**config.mk**
```make
export PLATFORM = sky130hd
export DESIGN_NAME = csl_top
export DESIGN_NICKNAME = d
export VERILOG_FILES = /design/src/shared/csl_pkg.sv /design/src/verilog/csl_top.sv
export VERILOG_INCLUDE_DIRS = /design/src /design/src/shared
export SDC_FILE = /design/constraint.sdc
export NUM_CORES = 1
export LEC_CHECK = 0
export BUFFER_PORTS_ARGS = -buffer_cell sky130_fd_sc_hd__buf_2
export CORE_MARGIN = 4
export CORE_UTILIZATION = 45
export DETAILED_ROUTE_END_ITERATION = 7
export PLACE_DENSITY = 0.74
export REMOVE_ABC_BUFFERS = 1
export SYNTH_ARGS = -nofsm -noshare
export SYNTH_HDL_FRONTEND = slang
export SYNTH_SLANG_ARGS = --single-unit
```
**constraint.sdc**
```tcl
create_clock -name mclk -period 1.6 [get_ports mclk]
set_clock_uncertainty 0.15 [all_clocks]
set_input_delay 0.08 -clock mclk [delete_from_list [all_inputs] [get_ports mclk]]
set_output_delay 0.08 -clock mclk [all_outputs]
set_load 0.005 [all_outputs]
```
**src/shared/csl_consts.svh**
```systemverilog
// Constants of the clock status latch and interrupt block: addresses, bit positions, resets.
// Assumes it is included by bare name from the package and the design file.
// Notes on behaviour
// - VCXO lock latch reads 0 after any loss of lock since last clear, else 1.
// - Writing 1 to VCXO lock latch restores it and withdraws its interrupt.
// - Each of four inputs has its own sticky loss-of-signal latch, 0 after an event.
// - Writing 1 to one input latch clears only that latch and its interrupt.
// - Two-bit read-only selection status shows the input in use, coded 0 to 3.
// - Momentary synth and VCXO lock bits read 0 on loss of lock, feed latches.
// - Each input has a momentary activity bit: 0 on loss of signal, 1 active.
// - Reference latch reads 0 if reference lost since last clear, else 1.
// - Writing 1 to reference latch clears it and its pending interrupt.
// - Holdover latch reads 0 if holdover was entered since last clear, else 1.
// - Writing 1 to holdover latch clears it and withdraws its interrupt.
// - Momentary calibration bit reads 1 while calibration runs, 0 when done.
// - Reference presence bit reads 1 when present, 0 when absent; feeds its latch.
// - Momentary holdover bit reads 0 in holdover, 1 while locked or locking.
// - Lock, input and holdover latches each have an enable, reset 0, gating the interrupt.
// - With enable set, a fall of the reference latch to 0 asserts the interrupt.
// - Synth lock latch reads 0 after loss of lock; write 1 clears it and interrupt.
`ifndef CSL_CONSTS_SVH
`define CSL_CONSTS_SVH

`define CSL_ADDR_IE_A        8'h68
`define CSL_ADDR_IE_B        8'h69
`define CSL_ADDR_LATCH_A     8'h6c
`define CSL_ADDR_NOW_A       8'h6d
`define CSL_ADDR_LATCH_B     8'h6e
`define CSL_ADDR_NOW_B       8'h6f

// Bit positions in the A group registers
`define CSL_BIT_SYNTH        5
`define CSL_BIT_VCXO         4
`define CSL_BIT_INPUT_LO     0
`define CSL_BIT_SEL_LO       6
// Bit positions in the B group registers
`define CSL_BIT_REF          1
`define CSL_BIT_HOLD         0
`define CSL_BIT_CAL          2

`define CSL_RST_IE           8'h00
`define CSL_RST_LATCH        1'b1
`define CSL_RST_IRQ_LOW      1'b1
`define CSL_RST_RDATA        8'h00
`define CSL_SYNC_STAGES      3

`endif

```
**src/shared/csl_pkg.sv**
```systemverilog
// Types shared by the clock status latch and interrupt block.
// Assumes the constants header sits on the include path.
`include "csl_consts.svh"

package csl_pkg;
    typedef logic [7:0] csl_byte_type;
    typedef logic [1:0] csl_sel_type;
    // Order of the synchronised detector vector
    typedef struct packed {
        logic       synth_lock;
        logic       vcxo_lock;
        logic [3:0] input_active;
        logic       reference_present;
        logic       holdover;
        logic       cal_active;
    } csl_det_type;
endpackage

```
**src/verilog/csl_top.sv**
```systemverilog
// Status latches, interrupt enables and active-low interrupt of the clock synthesizer.
// Assumes a serial port decoder on mclk that gives one-cycle write strobes and a
// held read address; detector inputs come from other clocks and are synchronised here.
`timescale 1ns/1ps
`default_nettype none
`include "csl_consts.svh"

module csl_top #(
    parameter int N_INPUTS = 4
) (
    input  wire logic                 mclk,
    input  wire logic                 rst,
    input  wire logic [7:0]           reg_addr,
    input  wire logic                 reg_wr,
    input  wire logic [7:0]           reg_wdata,
    output var  logic [7:0]           reg_rdata,
    input  wire logic                 synth_lock_raw,
    input  wire logic                 vcxo_lock_raw,
    input  wire logic [N_INPUTS-1:0]  input_active_raw,
    input  wire logic                 reference_present_raw,
    input  wire logic                 holdover_raw,
    input  wire logic                 synth_cal_raw,
    input  wire logic [1:0]           selected_input_status,
    output var  logic                 irq_out_low
);

    // Register layout and enable packing are fixed at four inputs, so refuse others
    if (N_INPUTS != 4) begin : g_bad_inputs
        $error("csl_top serves exactly four reference inputs");
    end

    // Register map of this block, one byte each:
    //   enable A   : synth lock, vcxo lock and four input enables, reset 0
    //   enable B   : reference and holdover enables, reset 0
    //   latch A    : synth, vcxo and four input latches, 0 means an event, write 1 clears
    //   momentary A: selection status on top, then synth, vcxo and input activity
    //   latch B    : reference and holdover latches, 0 means an event, write 1 clears
    //   momentary B: calibration, reference presence and holdover
    // Unmapped addresses read zero and ignore writes.

    localparam int DW = $bits(csl_pkg::csl_det_type);

    // Detector synchroniser: three stages, value moves only when the last two agree
    logic [DW-1:0]        sync1_r;
    logic [DW-1:0]        sync2_r;
    logic [DW-1:0]        sync3_r;
    csl_pkg::csl_det_type det_r;
    logic [DW-1:0]        sync1_nxt;
    csl_pkg::csl_det_type det_nxt;

    always_comb begin
        sync1_nxt = {synth_lock_raw, vcxo_lock_raw, input_active_raw,
                     reference_present_raw, holdover_raw, synth_cal_raw};
        det_nxt   = det_r;
        for (int i = 0; i < DW; i++) begin
            if (sync2_r[i] == sync3_r[i]) begin
                det_nxt[i] = sync3_r[i];
            end
        end
    end

    // Reset values assume a healthy, calibrating state so no false event is latched.
    // A reset to zero would show every detector but calibration as faulty for the first few edges
    // after release, and the latches would then hold events that never happened.
    // The price: a detector that is really faulty at release is seen a few edges late.
    always_ff @(posedge mclk or posedge rst) begin
        if (rst) begin
            sync1_r <= '1;
            sync2_r <= '1;
            sync3_r <= '1;
            det_r   <= '1;
        end else begin
            sync1_r <= sync1_nxt;
            sync2_r <= sync1_r;
            sync3_r <= sync2_r;
            det_r   <= det_nxt;
        end
    end

    // Enables, latches and the reference-change pending flag
    logic                 synth_lock_irq_enable_r;
    logic                 vcxo_lock_irq_enable_r;
    logic [3:0]           input_los_irq_enable_r;
    logic                 reference_irq_enable_r;
    logic                 holdover_irq_enable_r;
    logic                 synth_lock_loss_latch_r;
    logic                 vcxo_lock_loss_latch_r;
    logic [3:0]           input_los_latch_r;
    logic                 reference_valid_latch_r;
    logic                 holdover_latch_r;
    logic                 ref_pend_r;
    logic                 synth_lock_irq_enable_nxt;
    logic                 vcxo_lock_irq_enable_nxt;
    logic [3:0]           input_los_irq_enable_nxt;
    logic                 reference_irq_enable_nxt;
    logic                 holdover_irq_enable_nxt;
    logic                 synth_lock_loss_latch_nxt;
    logic                 vcxo_lock_loss_latch_nxt;
    logic [3:0]           input_los_latch_nxt;
    logic                 reference_valid_latch_nxt;
    logic                 holdover_latch_nxt;
    logic                 ref_pend_nxt;
    logic                 wr_a;
    logic                 wr_b;
    logic                 clr_a;
    logic                 clr_b;

    // Clear first, capture after, so a fault present at the clear is kept
    function automatic logic sticky(input logic cur, input logic clr, input logic ok);
        logic v;
        v = clr ? `CSL_RST_LATCH : cur;
        if (!ok) begin
            v = 1'b0;
        end
        return v;
    endfunction

    // The A group layout is shared by the enable, latch and momentary registers
    function automatic csl_pkg::csl_byte_type pack_a(input logic       synth,
                                                     input logic       vcxo,
                                                     input logic [3:0] inputs);
        csl_pkg::csl_byte_type b;
        b                         = 8'h00;
        b[`CSL_BIT_SYNTH]         = synth;
        b[`CSL_BIT_VCXO]          = vcxo;
        b[`CSL_BIT_INPUT_LO +: 4] = inputs;
        return b;
    endfunction

    // The B group layout is shared by the enable and latch registers
    function automatic csl_pkg::csl_byte_type pack_b(input logic ref_bit,
                                                     input logic hold_bit);
        csl_pkg::csl_byte_type b;
        b                 = 8'h00;
        b[`CSL_BIT_REF]   = ref_bit;
        b[`CSL_BIT_HOLD]  = hold_bit;
        return b;
    endfunction

    always_comb begin
        wr_a  = reg_wr && (reg_addr == `CSL_ADDR_IE_A);
        wr_b  = reg_wr && (reg_addr == `CSL_ADDR_IE_B);
        clr_a = reg_wr && (reg_addr == `CSL_ADDR_LATCH_A);
        clr_b = reg_wr && (reg_addr == `CSL_ADDR_LATCH_B);
        synth_lock_irq_enable_nxt = synth_lock_irq_enable_r;
        vcxo_lock_irq_enable_nxt  = vcxo_lock_irq_enable_r;
        input_los_irq_enable_nxt  = input_los_irq_enable_r;
        reference_irq_enable_nxt  = reference_irq_enable_r;
        holdover_irq_enable_nxt   = holdover_irq_enable_r;
        if (wr_a) begin
            synth_lock_irq_enable_nxt = reg_wdata[`CSL_BIT_SYNTH];
            vcxo_lock_irq_enable_nxt  = reg_wdata[`CSL_BIT_VCXO];
            input_los_irq_enable_nxt  = reg_wdata[`CSL_BIT_INPUT_LO +: 4];
        end
        if (wr_b) begin
            reference_irq_enable_nxt = reg_wdata[`CSL_BIT_REF];
            holdover_irq_enable_nxt  = reg_wdata[`CSL_BIT_HOLD];
        end
        synth_lock_loss_latch_nxt = sticky(synth_lock_loss_latch_r,
                                           clr_a && reg_wdata[`CSL_BIT_SYNTH],
                                           det_r.synth_lock);
        vcxo_lock_loss_latch_nxt  = sticky(vcxo_lock_loss_latch_r,
                                           clr_a && reg_wdata[`CSL_BIT_VCXO],
                                           det_r.vcxo_lock);
        for (int i = 0; i < 4; i++) begin
            input_los_latch_nxt[i] = sticky(input_los_latch_r[i],
                                            clr_a && reg_wdata[`CSL_BIT_INPUT_LO + i],
                                            det_r.input_active[i]);
        end
        reference_valid_latch_nxt = sticky(reference_valid_latch_r,
                                           clr_b && reg_wdata[`CSL_BIT_REF],
                                           det_r.reference_present);
        holdover_latch_nxt        = sticky(holdover_latch_r,
                                           clr_b && reg_wdata[`CSL_BIT_HOLD],
                                           det_r.holdover);
        // A fall of the reference latch while its enable is set raises the flag; set beats clear
        ref_pend_nxt = ref_pend_r;
        if (clr_b && reg_wdata[`CSL_BIT_REF]) begin
            ref_pend_nxt = 1'b0;
        end
        if (reference_irq_enable_r && reference_valid_latch_r
            && !reference_valid_latch_nxt) begin
            ref_pend_nxt = 1'b1;
        end
    end

    always_ff @(posedge mclk or posedge rst) begin
        if (rst) begin
            synth_lock_irq_enable_r <= 1'b0;
            vcxo_lock_irq_enable_r  <= 1'b0;
            input_los_irq_enable_r  <= 4'h0;
            reference_irq_enable_r  <= 1'b0;
            holdover_irq_enable_r   <= 1'b0;
            synth_lock_loss_latch_r <= `CSL_RST_LATCH;
            vcxo_lock_loss_latch_r  <= `CSL_RST_LATCH;
            input_los_latch_r       <= {4{`CSL_RST_LATCH}};
            reference_valid_latch_r <= `CSL_RST_LATCH;
            holdover_latch_r        <= `CSL_RST_LATCH;
            ref_pend_r              <= 1'b0;
        end else begin
            synth_lock_irq_enable_r <= synth_lock_irq_enable_nxt;
            vcxo_lock_irq_enable_r  <= vcxo_lock_irq_enable_nxt;
            input_los_irq_enable_r  <= input_los_irq_enable_nxt;
            reference_irq_enable_r  <= reference_irq_enable_nxt;
            holdover_irq_enable_r   <= holdover_irq_enable_nxt;
            synth_lock_loss_latch_r <= synth_lock_loss_latch_nxt;
            vcxo_lock_loss_latch_r  <= vcxo_lock_loss_latch_nxt;
            input_los_latch_r       <= input_los_latch_nxt;
            reference_valid_latch_r <= reference_valid_latch_nxt;
            holdover_latch_r        <= holdover_latch_nxt;
            ref_pend_r              <= ref_pend_nxt;
        end
    end

    // Read data and interrupt pin, both registered
    csl_pkg::csl_byte_type rdata_nxt;
    logic                  irq_nxt;
    logic                  lock_irq;
    logic                  input_irq;
    logic                  hold_irq;

    always_comb begin
        rdata_nxt = 8'h00;
        case (reg_addr)
            `CSL_ADDR_IE_A: begin
                rdata_nxt = pack_a(synth_lock_irq_enable_r,
                                   vcxo_lock_irq_enable_r,
                                   input_los_irq_enable_r);
            end
            `CSL_ADDR_IE_B: begin
                rdata_nxt = pack_b(reference_irq_enable_r,
                                   holdover_irq_enable_r);
            end
            `CSL_ADDR_LATCH_A: begin
                rdata_nxt = pack_a(synth_lock_loss_latch_r,
                                   vcxo_lock_loss_latch_r,
                                   input_los_latch_r);
            end
            `CSL_ADDR_NOW_A: begin
                rdata_nxt = pack_a(det_r.synth_lock,
                                   det_r.vcxo_lock,
                                   det_r.input_active);
                // Selection status comes from same-clock logic and is not synchronised
                rdata_nxt[`CSL_BIT_SEL_LO +: 2] = selected_input_status;
            end
            `CSL_ADDR_LATCH_B: begin
                rdata_nxt = pack_b(reference_valid_latch_r,
                                   holdover_latch_r);
            end
            `CSL_ADDR_NOW_B: begin
                rdata_nxt[`CSL_BIT_CAL]  = det_r.cal_active;
                rdata_nxt[`CSL_BIT_REF]  = det_r.reference_present;
                rdata_nxt[`CSL_BIT_HOLD] = det_r.holdover;
            end
            default: begin
                rdata_nxt = 8'h00;
            end
        endcase
        // Level interrupt: stays low while any enabled lock, input or holdover latch holds an event, or the reference flag is pending.
        // Being a level, enabling a lock, input or holdover source that already holds an event asserts at once.
        lock_irq  = (synth_lock_irq_enable_r && !synth_lock_loss_latch_r)
                 || (vcxo_lock_irq_enable_r && !vcxo_lock_loss_latch_r);
        input_irq = |(input_los_irq_enable_r & ~input_los_latch_r);
        hold_irq  = holdover_irq_enable_r && !holdover_latch_r;
        irq_nxt   = !(lock_irq || input_irq || hold_irq || ref_pend_r);
    end

    always_ff @(posedge mclk or posedge rst) begin
        if (rst) begin
            reg_rdata   <= `CSL_RST_RDATA;
            irq_out_low <= `CSL_RST_IRQ_LOW;
        end else begin
            reg_rdata   <= rdata_nxt;
            irq_out_low <= irq_nxt;
        end
    end

endmodule
`default_nettype wire

```
# ---- Yosys cells after proc, flatten, opt, wreduce, memory -nomap -nowiden
# Cells that the tools add are included.
dict set report word_totals {
  output_inout_bits 9
  word_cells 100
  in_bits 30
  reg_bits 62
}
dict set report classes {
  mux 20
  eq_ne 22
  bitwise_logic 2
  n_reduce_logical 28
}
# op count
set ops {}
lappend ops {{equality test 8 x 7 -> 1 bit (second input constant)} 6}
lappend ops {{two-way mux 1 bit} 18}
lappend ops {{one-hot mux 3 bit (6 select lines)} 1}
lappend ops {{logical AND 1 bit} 17}
lappend ops {{one-hot mux 5 bit (3 select lines)} 1}
lappend ops {{!= test 2 x 1 -> 1 bit (second input constant)} 7}
lappend ops {{equality test 1 bit} 9}
lappend ops {{zero test 1 bit} 5}
lappend ops {{bitwise AND 4 bit} 1}
lappend ops {{logical OR 1 bit} 4}
lappend ops {{inverter 4 bit} 1}
lappend ops {{OR reduction 4 bit} 1}
lappend ops {{nonzero test 2 bit} 1}

# ---- Logic depth before layout (Yosys ltp)
# Gate-level depths: netlist of run 1.
dict set report logic_depth {
  ltp_word 8
  depth_mapped 4
  mapped_depth_nobuf 3
}

# ---- Least setup slack after synthesis of run 1
# No wires, ideal clock.
dict set report synth_timing {
  kind {reg2reg}
  startpoint {reg input_los_latch_r[0]}
  endpoint {reg irq_out_low}
  slack_ps 308
  synth_period_minus_slack_ps 1292
  setup_time_ps 122
  required_ps 1328
  arrival_time_ps 1020
  n_path_buf 0
  stages_incl_launch_ff 4
  cell_sequence {dfstp_2 -> nand2b_1 -> o2111ai_1 -> a2111oi_0}
}
dict set report synth_via {
  elab_chain_len 7
}
# element line
set synth_lines {}
lappend synth_lines {{start: declaration} csl_top.sv:88} ;# logic [3:0] input_los_latch_r;
lappend synth_lines {{start signal: assignment} csl_top.sv:196} ;# input_los_latch_r <= {4{`CSL_RST_LATCH}};
lappend synth_lines {{start signal: assignment} csl_top.sv:208} ;# input_los_latch_r <= input_los_latch_nxt;
lappend synth_lines {{inverter 4 bit} csl_top.sv:263} ;# input_irq = |(input_los_irq_enable_r & ~input_los_latch_r);
lappend synth_lines {{bitwise AND 4 bit} csl_top.sv:263}
lappend synth_lines {{OR reduction 4 bit} csl_top.sv:263}
lappend synth_lines {{logical OR 1 bit (3 in series)} csl_top.sv:265} ;# irq_nxt = !(lock_irq || input_irq || hold_irq || ref_pend_r);
lappend synth_lines {{zero test 1 bit} csl_top.sv:265}
lappend synth_lines {{named net irq_nxt} csl_top.sv:217} ;# logic irq_nxt;
lappend synth_lines {{end signal: assignment} csl_top.sv:271} ;# irq_out_low <= `CSL_RST_IRQ_LOW;
lappend synth_lines {{end signal: assignment} csl_top.sv:274} ;# irq_out_low <= irq_nxt;
lappend synth_lines {{end: declaration} csl_top.sv:24} ;# output var logic irq_out_low
# The timed path passes the listed nets, and every way through them passes these cells.
# A chain may end at the register's enable or synchronous reset.

# ---- Worst setup path in the final report of run 1
dict set report layout_timing {
  startpoint {reg vcxo_lock_loss_latch_r}
  endpoint {reg irq_out_low}
}
dict set report layout_via {
  elab_chain_len 7
}
# element line
set layout_lines {}
lappend layout_lines {{start: declaration} csl_top.sv:87} ;# logic vcxo_lock_loss_latch_r;
lappend layout_lines {{start signal: assignment} csl_top.sv:195} ;# vcxo_lock_loss_latch_r <= `CSL_RST_LATCH;
lappend layout_lines {{start signal: assignment} csl_top.sv:207} ;# vcxo_lock_loss_latch_r <= vcxo_lock_loss_latch_nxt;
lappend layout_lines {{zero test 1 bit} csl_top.sv:262} ;# || (vcxo_lock_irq_enable_r && !vcxo_lock_loss_latch_r);
lappend layout_lines {{logical AND 1 bit} csl_top.sv:262}
lappend layout_lines {{logical OR 1 bit} csl_top.sv:262}
lappend layout_lines {{logical OR 1 bit (3 in series)} csl_top.sv:265}
lappend layout_lines {{zero test 1 bit} csl_top.sv:265}
lappend layout_lines {{named net irq_nxt} csl_top.sv:217}
# The timed path passes the listed nets, and every way through them passes these cells.

==> results of run 1 <==
[kinds of logic (layout without fill, tap and decap cells)]
group | after synthesis | in the layout | share of synthesized area (%)
buf+inv | 10 | 80 | 1.785
simple gates | 40 | 40 | 12.08
flops | 62 | 62 | 67.49
compound gates | 23 | 23 | 8.036
fa+ha+maj | 9 | 9 | 3.782
mux | 14 | 14 | 6.827
[worst max-delay path, cell delays in order, from the launching register on]
cell	delay [ps]
dfstp_2	540
nand2b_1	110
o2111ai_1	130
a2111oi_0	370
[power groups by stage]
stage / registers, mW / clock network, mW / logic [mW]
6_report: 1.73 / 1.53 / 0.228
5_1_grt: 1.74 / 1.65 / 0.250
3_5_place_dp: 1.75 / 0 / 0.196
3_3_place_gp: 1.75 / 0 / 0.190
4_1_cts: 1.73 / 1.57 / 0.230
2_1_floorplan: 1.74 / 0 / 0.107
[per-layer routing]
layer / up-vias / track usage, %
li1: 711 / -
met1: 740 / 19.80
met2: 39 / 23.84
met3: 9 / 5.765
met4: 0 / 8.784
met5: - / 0
[state kept, by name (all words and copies together) (netlist names), 4 cells and up]
signal	flops
sync3_r	9
input_los_latch_r	4
sync1_r	9
det_r	9
reg_rdata	8
sync2_r	9
input_los_irq_enable_r	4
[final timing paths]
| check | endpoint | cells past startpoint | slack (ps) |
|---|---|---|---|
| worst max register to register | irq_out_low | 3 | 180 |
| worst max-delay path | irq_out_low | 3 | 180 |
| max in group asynchronous | det_r[5] | 4 | 770 |
| min in group asynchronous | ref_pend_r | 4 | 220 |
| worst min-delay path | reg_rdata[2] | 3 | 30 |
| worst min register to register | sync2_r[3] | 0 | 200 |
[per-stage QoR]
step,hold WS [ps],power [mW]
floorplan,-65.52,1.843
global placement,10.92,1.939
detailed placement,21.39,1.948
CTS,11.24,3.526
global route,51.33,3.638
finish,28.28,3.487
[repair_timing]
action / 4_1_cts / 5_1_grt
endpoints found under the setup margin: 0 / 0
hold buffers: 18 / 0
endpoints found under the hold margin: 81 / 0
[area by class of cell]
cell class	instances	area share, %
Tap cell	70	2.846
Clock inverter	4	2.276
Clock buffer	12	5.041
Timing Repair Buffer	58	13.09
Multi-Input combinational cell	86	23.78
Sequential cell	62	52.24
Inverter	6	0.7317
[cells in the final DEF, fill, tap and decap left out, types with 2 or more instances in the layout]
cell,instances
a2bb2oi_1,2
a41oi_1,7
and2_1,9
and2b_1,2
and3_1,3
buf_2,36
buf_4,3
bufinv_16,2
clkbuf_8,11
clkinv_2,2
dfrtp_1,17
dfstp_2,45
dlygate4sd3_1,18
inv_1,5
maj3_1,9
mux2_2,6
mux2_4,3
mux2i_1,5
nand2_1,3
nand2b_1,3
nand4_1,2
nand4b_1,2
nor2_1,2
nor2b_1,8
nor3b_1,2
o211ai_1,4
o2bb2ai_1,4
==> results.ini, run 1 <==
[run_status]
status=finished clean

[synth]
synth_warnings=0
syn_inst=158
synth_edf_count=0
async_flop_share_pct=100.0
synth_top_area_cell=dfstp_2
synth_cell_types=35
yosysSeqAreaShare_pct=67.49
netlist_area_mm2=0.002382
ys.flop_type=dfstp_2
synth_common_cells=dfstp_2 (45), dfrtp_1 (17), and2_1 (9), maj3_1 (9), nor2b_1 (8)
synth_top_area_share_pct=49.63
ys_seq_elements=62
yosys-top-cells-area=dfstp_2 (50%), dfrtp_1 (18%), maj3_1 (3.8%), mux2_2 (2.8%), a41oi_1 (2.6%)
syn_avg_cell_area_um2=15.08
synth_most_common_cell=dfstp_2

[placed_design]
dp_slack_ps=140.9
post-place-cells=264
hpwl_mm=2.891
place_congestion=0.8850
postPlaceCellArea_mm2=0.002673
numPortBuffers=36

[worst_setup_path]
worst_ep_required_time_ps=1660
crit_fanout=3
reg2reg_from=vcxo_lock_loss_latch_r
end_kind=flip-flop
arrival_ps=1480
startpoint=vcxo_lock_loss_latch_r
setup.worst_path.class=flip-flop to flip-flop
startpoint_type=flip-flop

[routing]
drt_pass1_iterations=4
wl_met2_mm=2.210
wirelength_mm=4.545
drt-wirelength-per-cell_um=15.25
viasPerCell=5.030
first_iter_violations=115
vias=1499
drc=0
routedLengthMet1_mm=1.979
antenna_left=0
met3_length_um=250
highest_layer=met4

[floorplan]
die-height_um=80.76
num_rows=26
io_pins=39
start_util_pct=46.64
die-area_mm2=0.006522
chipWidth_um=80.76
core_mm2=0.005107

[final_layout]
fin_cells=298
num-nets-final=253
drive_above_1_share_pct=49.56
multi_input_area_um2=732.0
synthToLayoutAreaGrowth_pct=29.20
num_antenna_cells=0
register_area_mm2=0.001608
finalInstanceArea_mm2=0.003078
fin_util_pct=60.26
fillers=405

[clocking]
cts_setup_buffers=0
cts_max_level=3
cts-root-buf=clkbuf_8
clock-sinks=62
clk_path_buf_depth=2
cts_buffers=9
clk_pin_slew_ps=70
cts_resized=0
insertion_delay_ps=330
cts_tree=done

[sta]
finalSetupViolCount=0
setup_slack_ps=176.6
fmax_mhz=702.6
max_slew_margin_pct=68.84
slew_viol_final=0
period_minus_slack_ps=1423
tightestPinTransition_ps=465.6
hold_violations=0
tns_ps=0
rsz0062_at_grt=no
fin_crit_sh_pct=88.96

[power]
power.share.switching_pct=20.69
seqPwrFrac_pct=49.5
leakage_nw=1.345
switching_power_mw=0.7216
vdd_drop_max_mv=0.5468
powerDensity_mw_per_mm2=1133
p_int_mw=2.765
p_clk_share_pct=44.0
p_comb_share_pct=6.5

[job]
cap_violations=0

[global_route]
grt_overflow=0
grt_pass1_wl_mm=7.507
grt_pass1_vias=1554
grt_max_degree=63
track_usage_pct=15.82
antenna_found_initial=0

[worst_hold_path]
hold_path.class=input pin to flip-flop
min-delay-start=reg_addr[2]

No activity file was read; power rests on OpenSTA's default activity.
==> run 2, diff against run 1 <==
- PLACE_DENSITY: 0.74 -> 0.79
==> results.ini, run 2 (synthesis results as in run 1) <==
[worst_hold_path]
hold_path.class=input pin to flip-flop  ; unchanged

[clocking]
cts_max_level=3  ; unchanged
cts_buffers=9  ; unchanged
clk_path_buf_depth=2  ; unchanged
cts_tree=done  ; unchanged
clk_pin_slew_ps=60  ; was 70 ps
clock-sinks=62  ; unchanged
insertion_delay_ps=330  ; about the same
cts-root-buf=clkbuf_8  ; unchanged
cts_resized=0  ; unchanged

[placed_design]
postPlaceCellArea_mm2=0.002685  ; was 0.002673 mm2
dp_slack_ps=164.0  ; was 140.9 ps
numPortBuffers=36  ; unchanged
place_congestion=0.8724  ; was 0.8850
hpwl_mm=2.945  ; was 2.891 mm

[floorplan]
start_util_pct=46.64  ; unchanged
io_pins=39  ; unchanged
die-area_mm2=0.006522  ; unchanged
chipWidth_um=80.76  ; unchanged
num_rows=26  ; unchanged
core_mm2=0.005107  ; unchanged
die-height_um=80.76  ; unchanged

[sta]
hold_violations=0  ; unchanged
fin_crit_sh_pct=91.01  ; was 88.96%
slew_viol_final=0  ; unchanged
fmax_mhz=686.7  ; was 702.6 MHz
fin_hold_ws_ps=52.16  ; was 28.28 ps
period_minus_slack_ps=1456  ; was 1423 ps
finalSetupViolCount=0  ; unchanged
setup_slack_ps=143.8  ; was 176.6 ps
rsz0062_at_grt=no  ; unchanged
max_slew_margin_pct=64.04  ; was 68.84%
tightestPinTransition_ps=537.4  ; was 465.6 ps

[routing]
vias=1511  ; was 1499
highest_layer=met4  ; unchanged
antenna_left=0  ; unchanged
drt_pass1_iterations=4  ; unchanged
routedLengthMet1_mm=1.907  ; was 1.979 mm
met3_length_um=258  ; was 250 um
wirelength_mm=4.422  ; was 4.545 mm
wl_met2_mm=2.185  ; was 2.210 mm
first_iter_violations=59  ; was 115
drc=0  ; unchanged
drt-wirelength-per-cell_um=14.84  ; was 15.25 um
viasPerCell=5.070  ; was 5.030

[worst_setup_path]
worst_ep_required_time_ps=1650  ; was 1660 ps
startpoint_type=flip-flop  ; unchanged
end_kind=flip-flop  ; unchanged
rrSetupSlack_ps=140  ; was 180 ps
setup.worst_path.class=flip-flop to flip-flop  ; unchanged
arrival_ps=1510  ; was 1480 ps
crit_fanout=3  ; unchanged

[final_layout]
fillers=391  ; was 405
synthToLayoutAreaGrowth_pct=29.57  ; was 29.20%
drive_above_1_share_pct=49.12  ; was 49.56%
final_cell_mix=dfstp_2 (45), buf_2 (36), dlygate4sd3_1 (18)  ; unchanged
num_antenna_cells=0  ; unchanged
num-nets-final=253  ; unchanged
fin_util_pct=60.44  ; was 60.26%
final_common_cell=dfstp_2  ; unchanged
finalInstanceArea_mm2=0.003087  ; was 0.003078 mm2

[global_route]
grt_pass1_wl_mm=7.576  ; was 7.507 mm
grt_overflow=0  ; unchanged
antenna_found_initial=0  ; unchanged
grt_max_degree=63  ; unchanged
grt_pass1_vias=1657  ; was 1554
track_usage_pct=15.76  ; was 15.82%

[power]
seqPwrFrac_pct=50.5  ; was 49.5%
power.total_mw=3.420  ; was 3.487 mW
powerDensity_mw_per_mm2=1108  ; was 1133 mW/mm2
p_comb_share_pct=6.7  ; was 6.5%
power.share.switching_pct=20.76  ; was 20.69%
vdd_drop_max_mv=0.6793  ; was 0.5468 mV
leakage_nw=1.339  ; was 1.345 nW
p_int_mw=2.710  ; was 2.765 mW
switching_power_mw=0.7102  ; was 0.7216 mW
p_clk_share_pct=42.9  ; was 44.0%

[job]
cap_violations=0  ; unchanged

[run_status]
status=finished clean  ; unchanged

run 2: cell types whose count changed in the layout (fill, tap and decap cells not counted):
cell        before  now
bufinv_16        2    1
buf_12           1    2
clkinv_2         2    0
clkinvlp_4       0    1
clkbuf_1         1    2
buf_4            3    2
clkbuf_16        0    1
run 2: path summary, 6_finish.rpt:
kind	cells past startpoint	end	from
worst min register to register	0	sync2_r[6]	sync1_r[6]
worst max register to register	3	irq_out_low	vcxo_lock_loss_latch_r
worst max-delay path	3	irq_out_low	vcxo_lock_loss_latch_r
min in group asynchronous	4	reg_rdata[5]	rst
worst min-delay path	3	reg_rdata[4]	reg_addr[2]
max in group asynchronous	4	input_los_latch_r[2]	rst
run 2: routing by layer:
layer | vias to the layer above | GRT usage, %
li1 | 703 | -
met1 | 752 | 18.80
met2 | 46 | 25.50
met3 | 10 | 4.878
met4 | 0 | 8.615
met5 | - | 0
run 2: area by class of cell:
type | count | area [um2] | area share, %
Clock buffer | 14 | 183.9 | 5.959
Sequential cell | 62 | 1608 | 52.09
Tap cell | 70 | 87.58 | 2.837
Timing Repair Buffer | 58 | 415.4 | 13.46
Inverter | 6 | 22.52 | 0.7296
Multi-Input combinational cell | 86 | 732.0 | 23.71
Clock inverter | 2 | 37.54 | 1.216
run 2: worst max-delay path: stages (launching register included):
cell	delay, ps
dfstp_2	530
nand2b_1	110
o2111ai_1	140
a2111oi_0	400
run 2: repair_timing:
action | 4_1_cts | 5_1_grt
endpoints found under the hold margin | 81 | 0
hold buffers | 18 | 0
buffers inserted | 0 | 0
run 2: power groups by stage:
stage	sequential [mW]	combinational, mW	clock (mW)
6_report	1.73	0.228	1.47
5_1_grt	1.74	0.251	1.59
3_5_place_dp	1.75	0.195	0
2_1_floorplan	1.74	0.107	0
3_3_place_gp	1.75	0.190	0
4_1_cts	1.73	0.230	1.51
run 2: per-stage QoR:
| step | setup TNS, ps | cells |
|---|---|---|
| floorplan | -1648 | 154 |
| global placement | 0 | 264 |
| detailed placement | 0 | 264 |
| CTS | 0 | 298 |
| global route | 0 | 298 |
| finish | 0 | 298 |
